<file path="src/pps_pkg.sv">
// pps_pkg: constants for the parallel I/O pattern selector
// assumes one 50 MHz clock and a motion core on the same clock
package pps_pkg;
   localparam int CLK_PERIOD_NS = 20;
   localparam int SYNC_STAGES = 3;

   // pattern codes as set in the configuration parameter
   localparam logic [2:0] PAT_POSITIONING = 3'h0;
   localparam logic [2:0] PAT_TEACHING = 3'h1;
   localparam logic [2:0] PAT_POINTS_256 = 3'h2;
   localparam logic [2:0] PAT_POINTS_512 = 3'h3;
   localparam logic [2:0] PAT_SOLENOID_1 = 3'h4;
   localparam logic [2:0] PAT_SOLENOID_2 = 3'h5;
   localparam logic [2:0] PAT_LAST = 3'h5;
   localparam logic [2:0] PAT_RESET = 3'h0;

   // stored positions reachable per pattern
   localparam logic [9:0] POINTS_64 = 10'h040;
   localparam logic [9:0] POINTS_256 = 10'h100;
   localparam logic [9:0] POINTS_512 = 10'h200;
   localparam logic [9:0] POINTS_SOL_1 = 10'h007;
   localparam logic [9:0] POINTS_SOL_2 = 10'h003;

   // widths
   localparam int INDEX_W = 9;
   localparam int DIRECT_W = 7;
   localparam int POS_W = 16;
   localparam int HOST_W = 23;

   // field positions of the synchronised host input vector
   localparam int HB_CODE = 0;
   localparam int HB_START = 9;
   localparam int HB_DIRECT = 10;
   localparam int HB_HOME = 17;
   localparam int HB_PAUSE_N = 18;
   localparam int HB_JOG_PLUS = 19;
   localparam int HB_JOG_MINUS = 20;
   localparam int HB_TEACH = 21;
   localparam int HB_BRAKE = 22;

   typedef enum logic [1:0] {
      ST_IDLE,
      ST_WAIT,
      ST_RUN
   } pps_state_t;
endpackage

</file>
<file path="src/pps_in_sync.sv">
// pps_in_sync: three-stage synchroniser for host pins, per bit
// assumes the pins are asynchronous to clock_i
`timescale 1ns/10ps
module pps_in_sync #(
   parameter int W = 1
) (
   input wire logic clock_i,
   input wire logic reset_i,
   input wire logic [W-1:0] pin_i,
   output logic [W-1:0] level_o
);
   genvar g;
   generate
      for (g = 0; g < W; g++) begin : g_bit
         logic s1_reg;
         logic s2_reg;
         logic s3_reg;
         logic lvl_reg;
         // first stage feeds only the second
         always_ff @(posedge clock_i) begin
            if (reset_i) begin
               s1_reg <= 1'b0;
               s2_reg <= 1'b0;
               s3_reg <= 1'b0;
            end else begin
               s1_reg <= pin_i[g];
               s2_reg <= s1_reg;
               s3_reg <= s2_reg;
            end
         end
         // a change counts once stages two and three agree
         always_ff @(posedge clock_i) begin
            if (reset_i) begin
               lvl_reg <= 1'b0;
            end else if (s2_reg == s3_reg) begin
               lvl_reg <= s3_reg;
            end
         end
         assign level_o[g] = lvl_reg;
      end
   endgenerate
endmodule

</file>
<file path="src/pps_region_cmp.sv">
// pps_region_cmp: inclusive window test of a coordinate
// assumes lower bound not above upper bound; otherwise never inside
`timescale 1ns/10ps
module pps_region_cmp (
   input wire logic [pps_pkg::POS_W-1:0] pos_i,
   input wire logic [pps_pkg::POS_W-1:0] lo_i,
   input wire logic [pps_pkg::POS_W-1:0] hi_i,
   output logic inside_o
);
   assign inside_o = (pos_i >= lo_i) && (pos_i <= hi_i);
endmodule

</file>
<file path="src/pps_pattern_select.sv">
// pps_pattern_select: gates host parallel inputs and status outputs
// by the selected I/O pattern, issues commands to the motion core
// assumes motion core and coordinates on clock_i; host pins asynchronous
//
// Summary of operation
// - six patterns 0-5 picked by configuration
// - pattern fixed while running or moving
// - addressable positions depend on pattern
// - patterns 0-3: binary index then start
// - patterns 4-5: per-position input starts move
// - velocity change mid-move only patterns 0-3
// - pressing allowed in patterns 0-4
// - pitch feed allowed in patterns 0-4
// - home input only in patterns 0-4
// - pause input in patterns 0-4
// - pattern 5 has no pause
// - jog only pattern 1, while held
// - teach only pattern 1, writes position
// - brake release all but pattern 1
// - moving output in patterns 0 and 1
// - parameter zones 0,4,5, after homing only
// - entry zone except pattern 3, selected entry
// - pause input active low, low stops
`timescale 1ns/10ps
module pps_pattern_select (
   input wire logic clock_i,
   input wire logic reset_i,
   input wire logic [2:0] cfg_pattern_i,
   input wire logic cfg_load_i,
   input wire logic [pps_pkg::INDEX_W-1:0] pos_code_i,
   input wire logic start_i,
   input wire logic [pps_pkg::DIRECT_W-1:0] per_position_start_i,
   input wire logic home_i,
   input wire logic pause_hold_n_i,
   input wire logic jog_plus_i,
   input wire logic jog_minus_i,
   input wire logic teach_i,
   input wire logic brake_release_i,
   input wire logic moving_i,
   input wire logic home_done_i,
   input wire logic [pps_pkg::POS_W-1:0] cur_pos_i,
   input wire logic [pps_pkg::POS_W-1:0] zone_a_lo_i,
   input wire logic [pps_pkg::POS_W-1:0] zone_a_hi_i,
   input wire logic [pps_pkg::POS_W-1:0] zone_b_lo_i,
   input wire logic [pps_pkg::POS_W-1:0] zone_b_hi_i,
   input wire logic [pps_pkg::POS_W-1:0] entry_lo_i,
   input wire logic [pps_pkg::POS_W-1:0] entry_hi_i,
   input wire logic entry_push_i,
   input wire logic entry_rel_i,
   output logic [2:0] pattern_o,
   output logic pattern_valid_o,
   output logic [9:0] point_count_o,
   output logic cmd_start_o,
   output logic [pps_pkg::INDEX_W-1:0] cmd_index_o,
   output logic cmd_vel_change_o,
   output logic cmd_push_o,
   output logic cmd_rel_o,
   output logic cmd_home_o,
   output logic cmd_pause_o,
   output logic cmd_jog_plus_o,
   output logic cmd_jog_minus_o,
   output logic cmd_teach_o,
   output logic brake_release_o,
   output logic moving_o,
   output logic param_region_out_a_o,
   output logic param_region_out_b_o,
   output logic entry_region_out_o
);
   logic [pps_pkg::HOST_W-1:0] host_raw;
   logic [pps_pkg::HOST_W-1:0] host_lvl;
   logic [pps_pkg::HOST_W-1:0] host_prev_reg;
   logic [pps_pkg::INDEX_W-1:0] code_sync;
   logic [pps_pkg::DIRECT_W-1:0] direct_sync;
   logic [pps_pkg::DIRECT_W-1:0] direct_rise;
   logic start_rise;
   logic home_rise;
   logic teach_rise;
   logic [2:0] pattern_reg;
   logic pattern_valid_reg;
   logic [9:0] point_count_reg;
   pps_pkg::pps_state_t state_reg;
   pps_pkg::pps_state_t state_next;
   logic binary_en;
   logic direct_en;
   logic push_en;
   logic home_en;
   logic pause_en;
   logic jog_en;
   logic brake_en;
   logic moving_en;
   logic zone_en;
   logic entry_zone_en;
   logic [pps_pkg::INDEX_W-1:0] req_index;
   logic start_fire;
   logic busy;
   logic entry_sel_reg;
   logic [pps_pkg::INDEX_W-1:0] cmd_index_reg;
   logic in_a;
   logic in_b;
   logic in_entry;

   assign host_raw = {brake_release_i, teach_i, jog_minus_i, jog_plus_i, pause_hold_n_i,
                      home_i, per_position_start_i, start_i, pos_code_i};

   pps_in_sync #(.W(pps_pkg::HOST_W)) u_sync (
      .clock_i(clock_i),
      .reset_i(reset_i),
      .pin_i(host_raw),
      .level_o(host_lvl)
   );

   always_ff @(posedge clock_i) begin
      if (reset_i) begin
         host_prev_reg <= '0;
      end else begin
         host_prev_reg <= host_lvl;
      end
   end

   assign code_sync = host_lvl[pps_pkg::HB_CODE +: pps_pkg::INDEX_W];
   assign direct_sync = host_lvl[pps_pkg::HB_DIRECT +: pps_pkg::DIRECT_W];
   assign direct_rise = direct_sync & ~host_prev_reg[pps_pkg::HB_DIRECT +: pps_pkg::DIRECT_W];
   assign start_rise = host_lvl[pps_pkg::HB_START] & ~host_prev_reg[pps_pkg::HB_START];
   assign home_rise = host_lvl[pps_pkg::HB_HOME] & ~host_prev_reg[pps_pkg::HB_HOME];
   assign teach_rise = host_lvl[pps_pkg::HB_TEACH] & ~host_prev_reg[pps_pkg::HB_TEACH];

   // configuration latch; refused while any motion is pending or running
   assign busy = (state_reg != pps_pkg::ST_IDLE) || moving_i;

   always_ff @(posedge clock_i) begin
      if (reset_i) begin
         pattern_reg <= pps_pkg::PAT_RESET;
         pattern_valid_reg <= 1'b1;
      end else if (cfg_load_i && !busy && !start_fire) begin
         pattern_reg <= cfg_pattern_i;
         pattern_valid_reg <= (cfg_pattern_i <= pps_pkg::PAT_LAST);
      end
   end

   // feature enables per pattern; an invalid code enables nothing
   always_comb begin
      binary_en = 1'b0;
      direct_en = 1'b0;
      push_en = 1'b0;
      home_en = 1'b0;
      pause_en = 1'b0;
      jog_en = 1'b0;
      brake_en = 1'b0;
      moving_en = 1'b0;
      zone_en = 1'b0;
      entry_zone_en = 1'b0;
      if (pattern_valid_reg) begin
         binary_en = (pattern_reg <= pps_pkg::PAT_POINTS_512);
         direct_en = (pattern_reg >= pps_pkg::PAT_SOLENOID_1);
         push_en = (pattern_reg != pps_pkg::PAT_SOLENOID_2);
         home_en = (pattern_reg != pps_pkg::PAT_SOLENOID_2);
         pause_en = (pattern_reg != pps_pkg::PAT_SOLENOID_2);
         jog_en = (pattern_reg == pps_pkg::PAT_TEACHING);
         brake_en = (pattern_reg != pps_pkg::PAT_TEACHING);
         moving_en = (pattern_reg <= pps_pkg::PAT_TEACHING);
         zone_en = (pattern_reg == pps_pkg::PAT_POSITIONING) ||
                   (pattern_reg >= pps_pkg::PAT_SOLENOID_1);
         entry_zone_en = (pattern_reg != pps_pkg::PAT_POINTS_512);
      end
   end

   // request index: binary code cut to the pattern's range, or the
   // lowest newly raised direct input; several at once is host misuse
   always_comb begin
      req_index = '0;
      start_fire = 1'b0;
      if (binary_en) begin
         unique case (pattern_reg)
            pps_pkg::PAT_POINTS_256: req_index = {1'b0, code_sync[7:0]};
            pps_pkg::PAT_POINTS_512: req_index = code_sync;
            default: req_index = {3'h0, code_sync[5:0]};
         endcase
         start_fire = start_rise;
      end else if (direct_en) begin
         for (int i = pps_pkg::DIRECT_W - 1; i >= 0; i--) begin
            if (direct_rise[i] && (i < int'(point_count_reg))) begin
               req_index = pps_pkg::INDEX_W'(i);
               start_fire = 1'b1;
            end
         end
         // solenoid patterns cannot retarget a move in flight
         if (busy) begin
            start_fire = 1'b0;
         end
      end
   end

   always_ff @(posedge clock_i) begin
      if (reset_i) begin
         point_count_reg <= pps_pkg::POINTS_64;
      end else begin
         unique case (pattern_reg)
            pps_pkg::PAT_POINTS_256: point_count_reg <= pps_pkg::POINTS_256;
            pps_pkg::PAT_POINTS_512: point_count_reg <= pps_pkg::POINTS_512;
            pps_pkg::PAT_SOLENOID_1: point_count_reg <= pps_pkg::POINTS_SOL_1;
            pps_pkg::PAT_SOLENOID_2: point_count_reg <= pps_pkg::POINTS_SOL_2;
            default: point_count_reg <= pattern_valid_reg ? pps_pkg::POINTS_64 : 10'h000;
         endcase
      end
   end

   // move tracking: wait for the core to report motion, then its end
   always_comb begin
      state_next = state_reg;
      unique case (state_reg)
         pps_pkg::ST_IDLE: if (start_fire || (home_rise && home_en)) state_next = pps_pkg::ST_WAIT;
         pps_pkg::ST_WAIT: if (moving_i) state_next = pps_pkg::ST_RUN;
         pps_pkg::ST_RUN: if (!moving_i) state_next = pps_pkg::ST_IDLE;
      endcase
   end

   always_ff @(posedge clock_i) begin
      if (reset_i) begin
         state_reg <= pps_pkg::ST_IDLE;
      end else begin
         state_reg <= state_next;
      end
   end

   // start, index and per-move options
   always_ff @(posedge clock_i) begin
      if (reset_i) begin
         cmd_start_o <= 1'b0;
         cmd_vel_change_o <= 1'b0;
         cmd_push_o <= 1'b0;
         cmd_rel_o <= 1'b0;
         cmd_index_reg <= '0;
         entry_sel_reg <= 1'b0;
      end else begin
         cmd_start_o <= start_fire;
         cmd_vel_change_o <= start_fire && binary_en && moving_i;
         if (start_fire) begin
            cmd_push_o <= entry_push_i && push_en;
            cmd_rel_o <= entry_rel_i && push_en;
            cmd_index_reg <= req_index;
            entry_sel_reg <= 1'b1;
         end else if (teach_rise && jog_en && !moving_i) begin
            cmd_index_reg <= req_index;
         end
         if (!pattern_valid_reg) begin
            entry_sel_reg <= 1'b0;
         end
      end
   end
   assign cmd_index_o = cmd_index_reg;

   // home, pause, jog, teach and brake
   always_ff @(posedge clock_i) begin
      if (reset_i) begin
         cmd_home_o <= 1'b0;
         cmd_pause_o <= 1'b0;
         cmd_jog_plus_o <= 1'b0;
         cmd_jog_minus_o <= 1'b0;
         cmd_teach_o <= 1'b0;
         brake_release_o <= 1'b0;
      end else begin
         cmd_home_o <= home_rise && home_en && !start_fire;
         cmd_pause_o <= pause_en && !host_lvl[pps_pkg::HB_PAUSE_N];
         cmd_jog_plus_o <= jog_en && host_lvl[pps_pkg::HB_JOG_PLUS];
         cmd_jog_minus_o <= jog_en && host_lvl[pps_pkg::HB_JOG_MINUS];
         // teach only while stopped, so the written coordinate is settled
         cmd_teach_o <= jog_en && teach_rise && !moving_i;
         brake_release_o <= brake_en && host_lvl[pps_pkg::HB_BRAKE];
      end
   end

   pps_region_cmp u_zone_a (
      .pos_i(cur_pos_i),
      .lo_i(zone_a_lo_i),
      .hi_i(zone_a_hi_i),
      .inside_o(in_a)
   );

   pps_region_cmp u_zone_b (
      .pos_i(cur_pos_i),
      .lo_i(zone_b_lo_i),
      .hi_i(zone_b_hi_i),
      .inside_o(in_b)
   );

   pps_region_cmp u_zone_entry (
      .pos_i(cur_pos_i),
      .lo_i(entry_lo_i),
      .hi_i(entry_hi_i),
      .inside_o(in_entry)
   );

   // status outputs
   always_ff @(posedge clock_i) begin
      if (reset_i) begin
         moving_o <= 1'b0;
         param_region_out_a_o <= 1'b0;
         param_region_out_b_o <= 1'b0;
         entry_region_out_o <= 1'b0;
      end else begin
         moving_o <= moving_en && moving_i;
         // coordinates mean nothing before homing, so parameter zones stay low
         param_region_out_a_o <= zone_en && home_done_i && in_a;
         param_region_out_b_o <= zone_en && home_done_i && in_b;
         entry_region_out_o <= entry_zone_en && entry_sel_reg && in_entry;
      end
   end

   assign pattern_o = pattern_reg;
   assign pattern_valid_o = pattern_valid_reg;
   assign point_count_o = point_count_reg;
endmodule

</file>
<file path="config.mk">
export PLATFORM = sky130hd
export DESIGN_NAME = pps_pattern_select
export DESIGN_NICKNAME = d
export VERILOG_FILES = /design/src/pps_pkg.sv /design/src/pps_in_sync.sv /design/src/pps_region_cmp.sv /design/src/pps_pattern_select.sv
export SDC_FILE = /design/constraint.sdc
export NUM_CORES = 1
export LEC_CHECK = 0
export ABC_CLOCK_PERIOD_IN_PS = 2000
export BUFFER_PORTS_ARGS = -buffer_cell sky130_fd_sc_hd__buf_2
export CORE_ASPECT_RATIO = 0.75
export CORE_UTILIZATION = 40
export CTS_CLUSTER_SIZE = 12
export DETAILED_ROUTE_END_ITERATION = 8
export PLACE_DENSITY_LB_ADDON = 0.3
export REMOVE_ABC_BUFFERS = 1
export SKIP_CTS_REPAIR_TIMING = 1
export SLEW_MARGIN = 30
export SYNTH_ARGS = -nofsm -noshare
export SYNTH_HDL_FRONTEND = slang
export SYNTH_SLANG_ARGS = --single-unit
export TNS_END_PERCENT = 5
</file>
<file path="constraint.sdc">
create_clock -name clock_i -period 2 [get_ports clock_i]
set_input_delay 0.4 -clock clock_i [delete_from_list [all_inputs] [get_ports clock_i]]
set_output_delay 0.4 -clock clock_i [all_outputs]
set_load 0.02 [all_outputs]
</file>
# After elaboration in Yosys (flattened, before gate mapping)
# Index checks and enable logic that the tools add are counted.
# word_totals
regBits	154
out_inout_bits	37
word_cells	254
# classes
n_lt_le_gt_ge	17
eq_ne	36
muxes	36
bitwise_logic	9
reduce_logical	43
# ops
op	n
$mux 9	10
$ge 16x16->1	3
$le 16x16->1	3
$pmux 10 s4	1
$logic_and 1x1->1	30
$lt 3x10->1 const A	3
$eq 1x1->1	23
$lt 1x10->1 const A	2
$lt 2x10->1 const A	2
$mux 1	18
$pmux 9 s2	1
$and 7x7->7	1
$mux 7	1
$not 7->7	1
$eq 3x2->1 const B	2
$eq 3x3->1 const B	2
$mux 2	3
$ne 2x2->1 const B	3
$pmux 2 s3	1
$logic_not 1->1	4
$not 1->1	4
$reduce_bool 2->1	2
$and 1x1->1	3
$eq 3x1->1 const B	1
other kinds (15)	17

# Logic depth before layout (Yosys ltp)
# depth
depth_word	16
depth_mapped	9
ltp_nobuf	8

# Modules after synthesis
# From an unflattened synthesis, not the netlist that was laid out.
# unflattened
hier_cells	811
area_unflattened_um2	7229.4
# by_module_without_submodules
module	instances	cells_each	area_each_um2
pps_in_sync	1	263	2815.2
pps_region_cmp	3	110	807.0
pps_pattern_select	1	218	1993.2

# Least setup slack after synthesis
# Ideal clock, no wire load.
# synth_timing
path_type	register to register
from	register point_count_reg[9], in the netlist point_count_o[9]
to	register cmd_index_reg, in the netlist cmd_index_o[0]
setup_time_ns	0.136
t_arrival_ns	1.979
required_time_ns	1.864
slack_ns	-0.115
path_stages_with_launch	8
synth_period_minus_slack_ns	2.115
cell_sequence	dfxtp_1 or4_4 and3b_1 buf_2 o31ai_4 o21ai_2 nor2_1 a211oi_2
# synth_via
elab_chain_cells	13
elab_cells_between_ends	35
classes_between	order compare: 7; mux: 20; reduce/logical: 8
# synth_rtl
item	line	source
start: declaration	pps_pattern_select.sv:80	logic [9:0] point_count_reg;
start signal: assignment	pps_pattern_select.sv:195	point_count_reg <= pps_pkg::POINTS_64;
start signal: assignment	pps_pattern_select.sv:198	pps_pkg::PAT_POINTS_256: point_count_reg <= pps_pkg::POINTS_256;
start signal: assignment	pps_pattern_select.sv:199	pps_pkg::PAT_POINTS_512: point_count_reg <= pps_pkg::POINTS_512;
$lt 3x10->1	pps_pattern_select.sv:181	if (direct_rise[i] && (i < int'(point_count_reg))) begin
$logic_and 1x1->1	pps_pattern_select.sv:181	
$mux 1 (7 in series)	pps_pattern_select.sv:181	
$mux 1	pps_pattern_select.sv:187	if (busy) begin
$mux 1	pps_pattern_select.sv:179	end else if (direct_en) begin
$mux 1	pps_pattern_select.sv:172	if (binary_en) begin
$mux 9 or $reduce_bool 2->1 (tied branches)	--	
end signal: assignment	pps_pattern_select.sv:240	cmd_index_reg <= req_index;
end signal: assignment	pps_pattern_select.sv:243	cmd_index_reg <= req_index;
end: declaration	pps_pattern_select.sv:97	logic [pps_pkg::INDEX_W-1:0] cmd_index_reg;
# Parallel ways exist; a longest one is shown, timed or not. The select of a mux whose other input is x is not followed.
# A chain may end at the register's enable or synchronous reset.

# Worst setup path in the final report
# layout_timing
from	register point_count_reg[8], in the netlist point_count_o[8]
to	register state_reg[1]
# layout_via
elab_chain_cells	15
elab_cells_between_ends	27
classes_between	order compare: 7; eq/ne: 1; mux: 10; reduce/logical: 9
# layout_rtl
item	line	source
$lt 3x10->1	pps_pattern_select.sv:181	
$logic_and 1x1->1	pps_pattern_select.sv:181	
$mux 1 (6 in series)	pps_pattern_select.sv:181	
$mux 1 *	pps_pattern_select.sv:181	
$mux 1 *	pps_pattern_select.sv:187	
$mux 1 *	pps_pattern_select.sv:179	
$mux 1 *	pps_pattern_select.sv:172	
$logic_or 1x1->1 *	pps_pattern_select.sv:211	pps_pkg::ST_IDLE: if (start_fire || (home_rise && home_en)) state_next = pps_pkg::ST_WAIT;
$ne 2x2->1 (no source line) *	--	
$reduce_and 3->1 (no source line) *	--	
end signal: assignment	pps_pattern_select.sv:219	state_reg <= pps_pkg::ST_IDLE;
end signal: assignment	pps_pattern_select.sv:221	state_reg <= state_next;
end: declaration	pps_pattern_select.sv:81	pps_pkg::pps_state_t state_reg;
# Every way passes the cells marked *; elsewhere a longest branch is shown, timed or not.

==> impl_metrics.ini <==
[floorplan]
io_pins = 182
start_util = 0.418
fp.dieW_um = 153
die_area_sq_um = 17600
die_height_um = 115
num_rows = 40
core_area_sq_um = 16300

[route]
drt-total-wl_um = 16000
route.detailed.wl_per_inst_um = 13.3
ant_nets = 0
drt-pass1-iter-count = 7
vias_per_cell = 4.78
dr_total_vias = 5731
drtIter0Drc = 333
post-route-drc-count = 10

[cts]
numCtsBuffers = 17
cts_sinks = 137
root_buffer = clkbuf_16
cts.path.max_buffers = 2
tritoncts = yes
clkTransAtPathRegs_ns = 0.06
htreeDepth = 4
worstSkewPairLatency_ns = 0.41

[global_routing]
grtUsageTotal = 0.192
grt_start_max_net_pins = 46
grt_pass1_wl_um = 26300
grt_pass1_vias = 5519
grt_overflow = 0
antenna_found_initial = 0

[yosys]
async_reset_ff_frac = 0
ys_seq_elements = 137
synth.distinct_cells = 53
syn-cell-area_sq_um = 6820
netlist_instances = 766
synth-edff-count = 0
ys_seq_area_frac = 0.402
synthMuxAreaShare = 0.00459
synth_top_family_by_area = simple AND/OR/NAND/NOR gates
ys.warnings.count = 0
synthAdderAreaFrac = 0.189
synth-xor-area-share = 0
synth_compound_area_frac = 0.143
yosys.area_share.simple = 0.191
ys.flop_type = dfxtp_1
avgSynthCellArea_sq_um = 8.90

[place]
dp_hpwl_um = 12600
dp_cells = 1164
gp_congestion = 0.905
port_buffers = 177

[timing]
rsz0062_at_grt = yes
slew_violations = 0
hold_viol = 0
fin_crit_sh = 1.03
skew_ns = 0.00788
finalWorstSetupSlack_ns = -0.0698
slew_headroom = 0.661
fmax_ghz = 0.483
setup_violations = 9
tightest_slew_ns = 0.503
period_minus_slack_ns = 2.07

[final_layout]
drive_above_1_share = 0.268
utilization = 0.541
diodes = 0
nets = 1223
syn_to_final_growth_pct = 29.5
layoutNonFillerInstCount = 1198

[power_and_ir_drop]
pwr-share-clk = 0.469
ir_worst_vdd_mv = 0.454
combPwrFrac = 0.127
seq_power_share = 0.404
power.density_nw_per_um2 = 795
swShare = 0.248
power.leakage_uw = 0.00433
p_int_uw = 5280
switchingPower_uw = 1740

[critical_path]
worstSetupEndpointType = flop
cp.required_ns = 2.30
critPathBufInv = 0
arrival_ns = 2.37
path_class = flop to flop
crit_chain = or4_4, o32a_1, o311ai_2, a41o_1, mux2i_1, nor2_1
cp_max_fo = 3
critPathLaunchType = flop
slowest_delay_ns = 0.55
slowest_stage = or4_4
cp.depth = 6
reg2reg_depth = 6
cp_top_family = compound AO/OA/AOI/OAI gates

[outcome]
failed_checks = DRC, setup timing
status = finished with violations

[worst_hold_path]
hold_path_depth = 2
hp-class = primary input to flop

[flow_run]
maxCapViolCount = 0
==> synthesized netlist by cell type (6+ instances only) <==
library cell / count / share of area
a211oi_1: 6 / 0.0066
a21o_1: 11 / 0.012
a21oi_1: 70 / 0.051
clkbuf_1: 12 / 0.0066
dfxtp_1: 137 / 0.40
ha_1: 103 / 0.19
inv_1: 99 / 0.054
nand2_1: 61 / 0.034
nand2b_1: 7 / 0.0064
nand3_1: 23 / 0.017
nand4_1: 16 / 0.015
nor2_1: 16 / 0.0088
nor2b_1: 91 / 0.083
o211ai_1: 6 / 0.0066
o21ai_0: 37 / 0.027
==> worst paths after layout <==
kind,start,end,slack (ns)
hold reg to reg,u_sync.g_bit[18].s1_reg$_SDFF_PP0_,u_sync.g_bit[18].s2_reg$_SDFF_PP0_,0.43
setup / recovery,point_count_o[8]$_SDFF_PP0_,state_reg[1]$_SDFFE_PP0P_,-0.07
hold / removal,per_position_start_i[5],u_sync.g_bit[15].s1_reg$_SDFF_PP0_,0.19
setup reg to reg,point_count_o[8]$_SDFF_PP0_,state_reg[1]$_SDFFE_PP0P_,-0.07
==> per-stage QoR <==
stage	TNS (ns)	setup slack [ns]	cell area, sq um	power (uW)	hold WS (ns)
floorplan	-1.60	-0.144	6720	3350	0.414
global placement	-0.207	-0.0813	8120	3760	0.416
detailed placement	-0.421	-0.107	8120	3770	0.422
CTS	-0.559	-0.124	8750	7080	0.172
global route	-1.32	-0.144	8830	7370	0.171
finish	-0.240	-0.0698	8830	7030	0.187
==> layer usage <==
layer  part of all wire  global-route usage
met4             0.0095              0.0620
met1               0.50               0.266
met3              0.064              0.0498
met2               0.42               0.290
met5                  0                   0
==> cell type report <==
type | count | area (sq um)
clock buffer | 19 | 453
clock inverter | 13 | 178
fill | 1503 | 7480
inverter | 99 | 372
multi-input combinational | 510 | 3670
sequential | 137 | 2740
tap | 210 | 263
timing repair buffer | 210 | 1150
==> kinds of logic after synthesis <==
family / Yosys count
flip-flops: 137
AND/OR/NAND/NOR: 241
adder cells (fa/ha/maj): 103
AO/OA/AOI/OAI: 159
buffers and inverters: 122
other: 1
multiplexers: 3
==> worst reg2reg max path: stages (launching register included) <==
cell and delay, ns:
dfxtp_1 0.31, or4_4 0.55, o32a_1 0.26, o311ai_2 0.33
a41o_1 0.25, mux2i_1 0.21, nor2_1 0.05
==> power groups by stage <==
stage | logic [uW] | registers (uW) | clock network (uW)
after floorplan | 439 | 2910 | 0
after global placement | 865 | 2900 | 0
after detailed placement | 877 | 2900 | 0
after CTS | 883 | 2840 | 3360
after global routing | 1020 | 2850 | 3500
final | 890 | 2840 | 3300
==> placed cells by master (no fill, tap or decap), drive strengths merged, types with 2 or more instances in the layout <==
master and instances:
and3 5, a2111oi 2, nand2 61, nor2b 91
or4 2, mux2i 2, inv 106, o31ai 2
dfxtp 137, nor3 6, a21o 11, a31oi 3
nor2 16, clkbuf 19, o2111ai 2, buf 210
nor4 2, ha 103, o21a 3, or3 2
or2 3, nand3 23, nand4 16, o211ai 6
nand2b 7, a21oi 70, bufinv 3, a221oi 5
conb 4, o22ai 2, o21ai 38, clkinvlp 2
and2 2, a211oi 8
No activity file was read; power rests on OpenSTA's default activity.
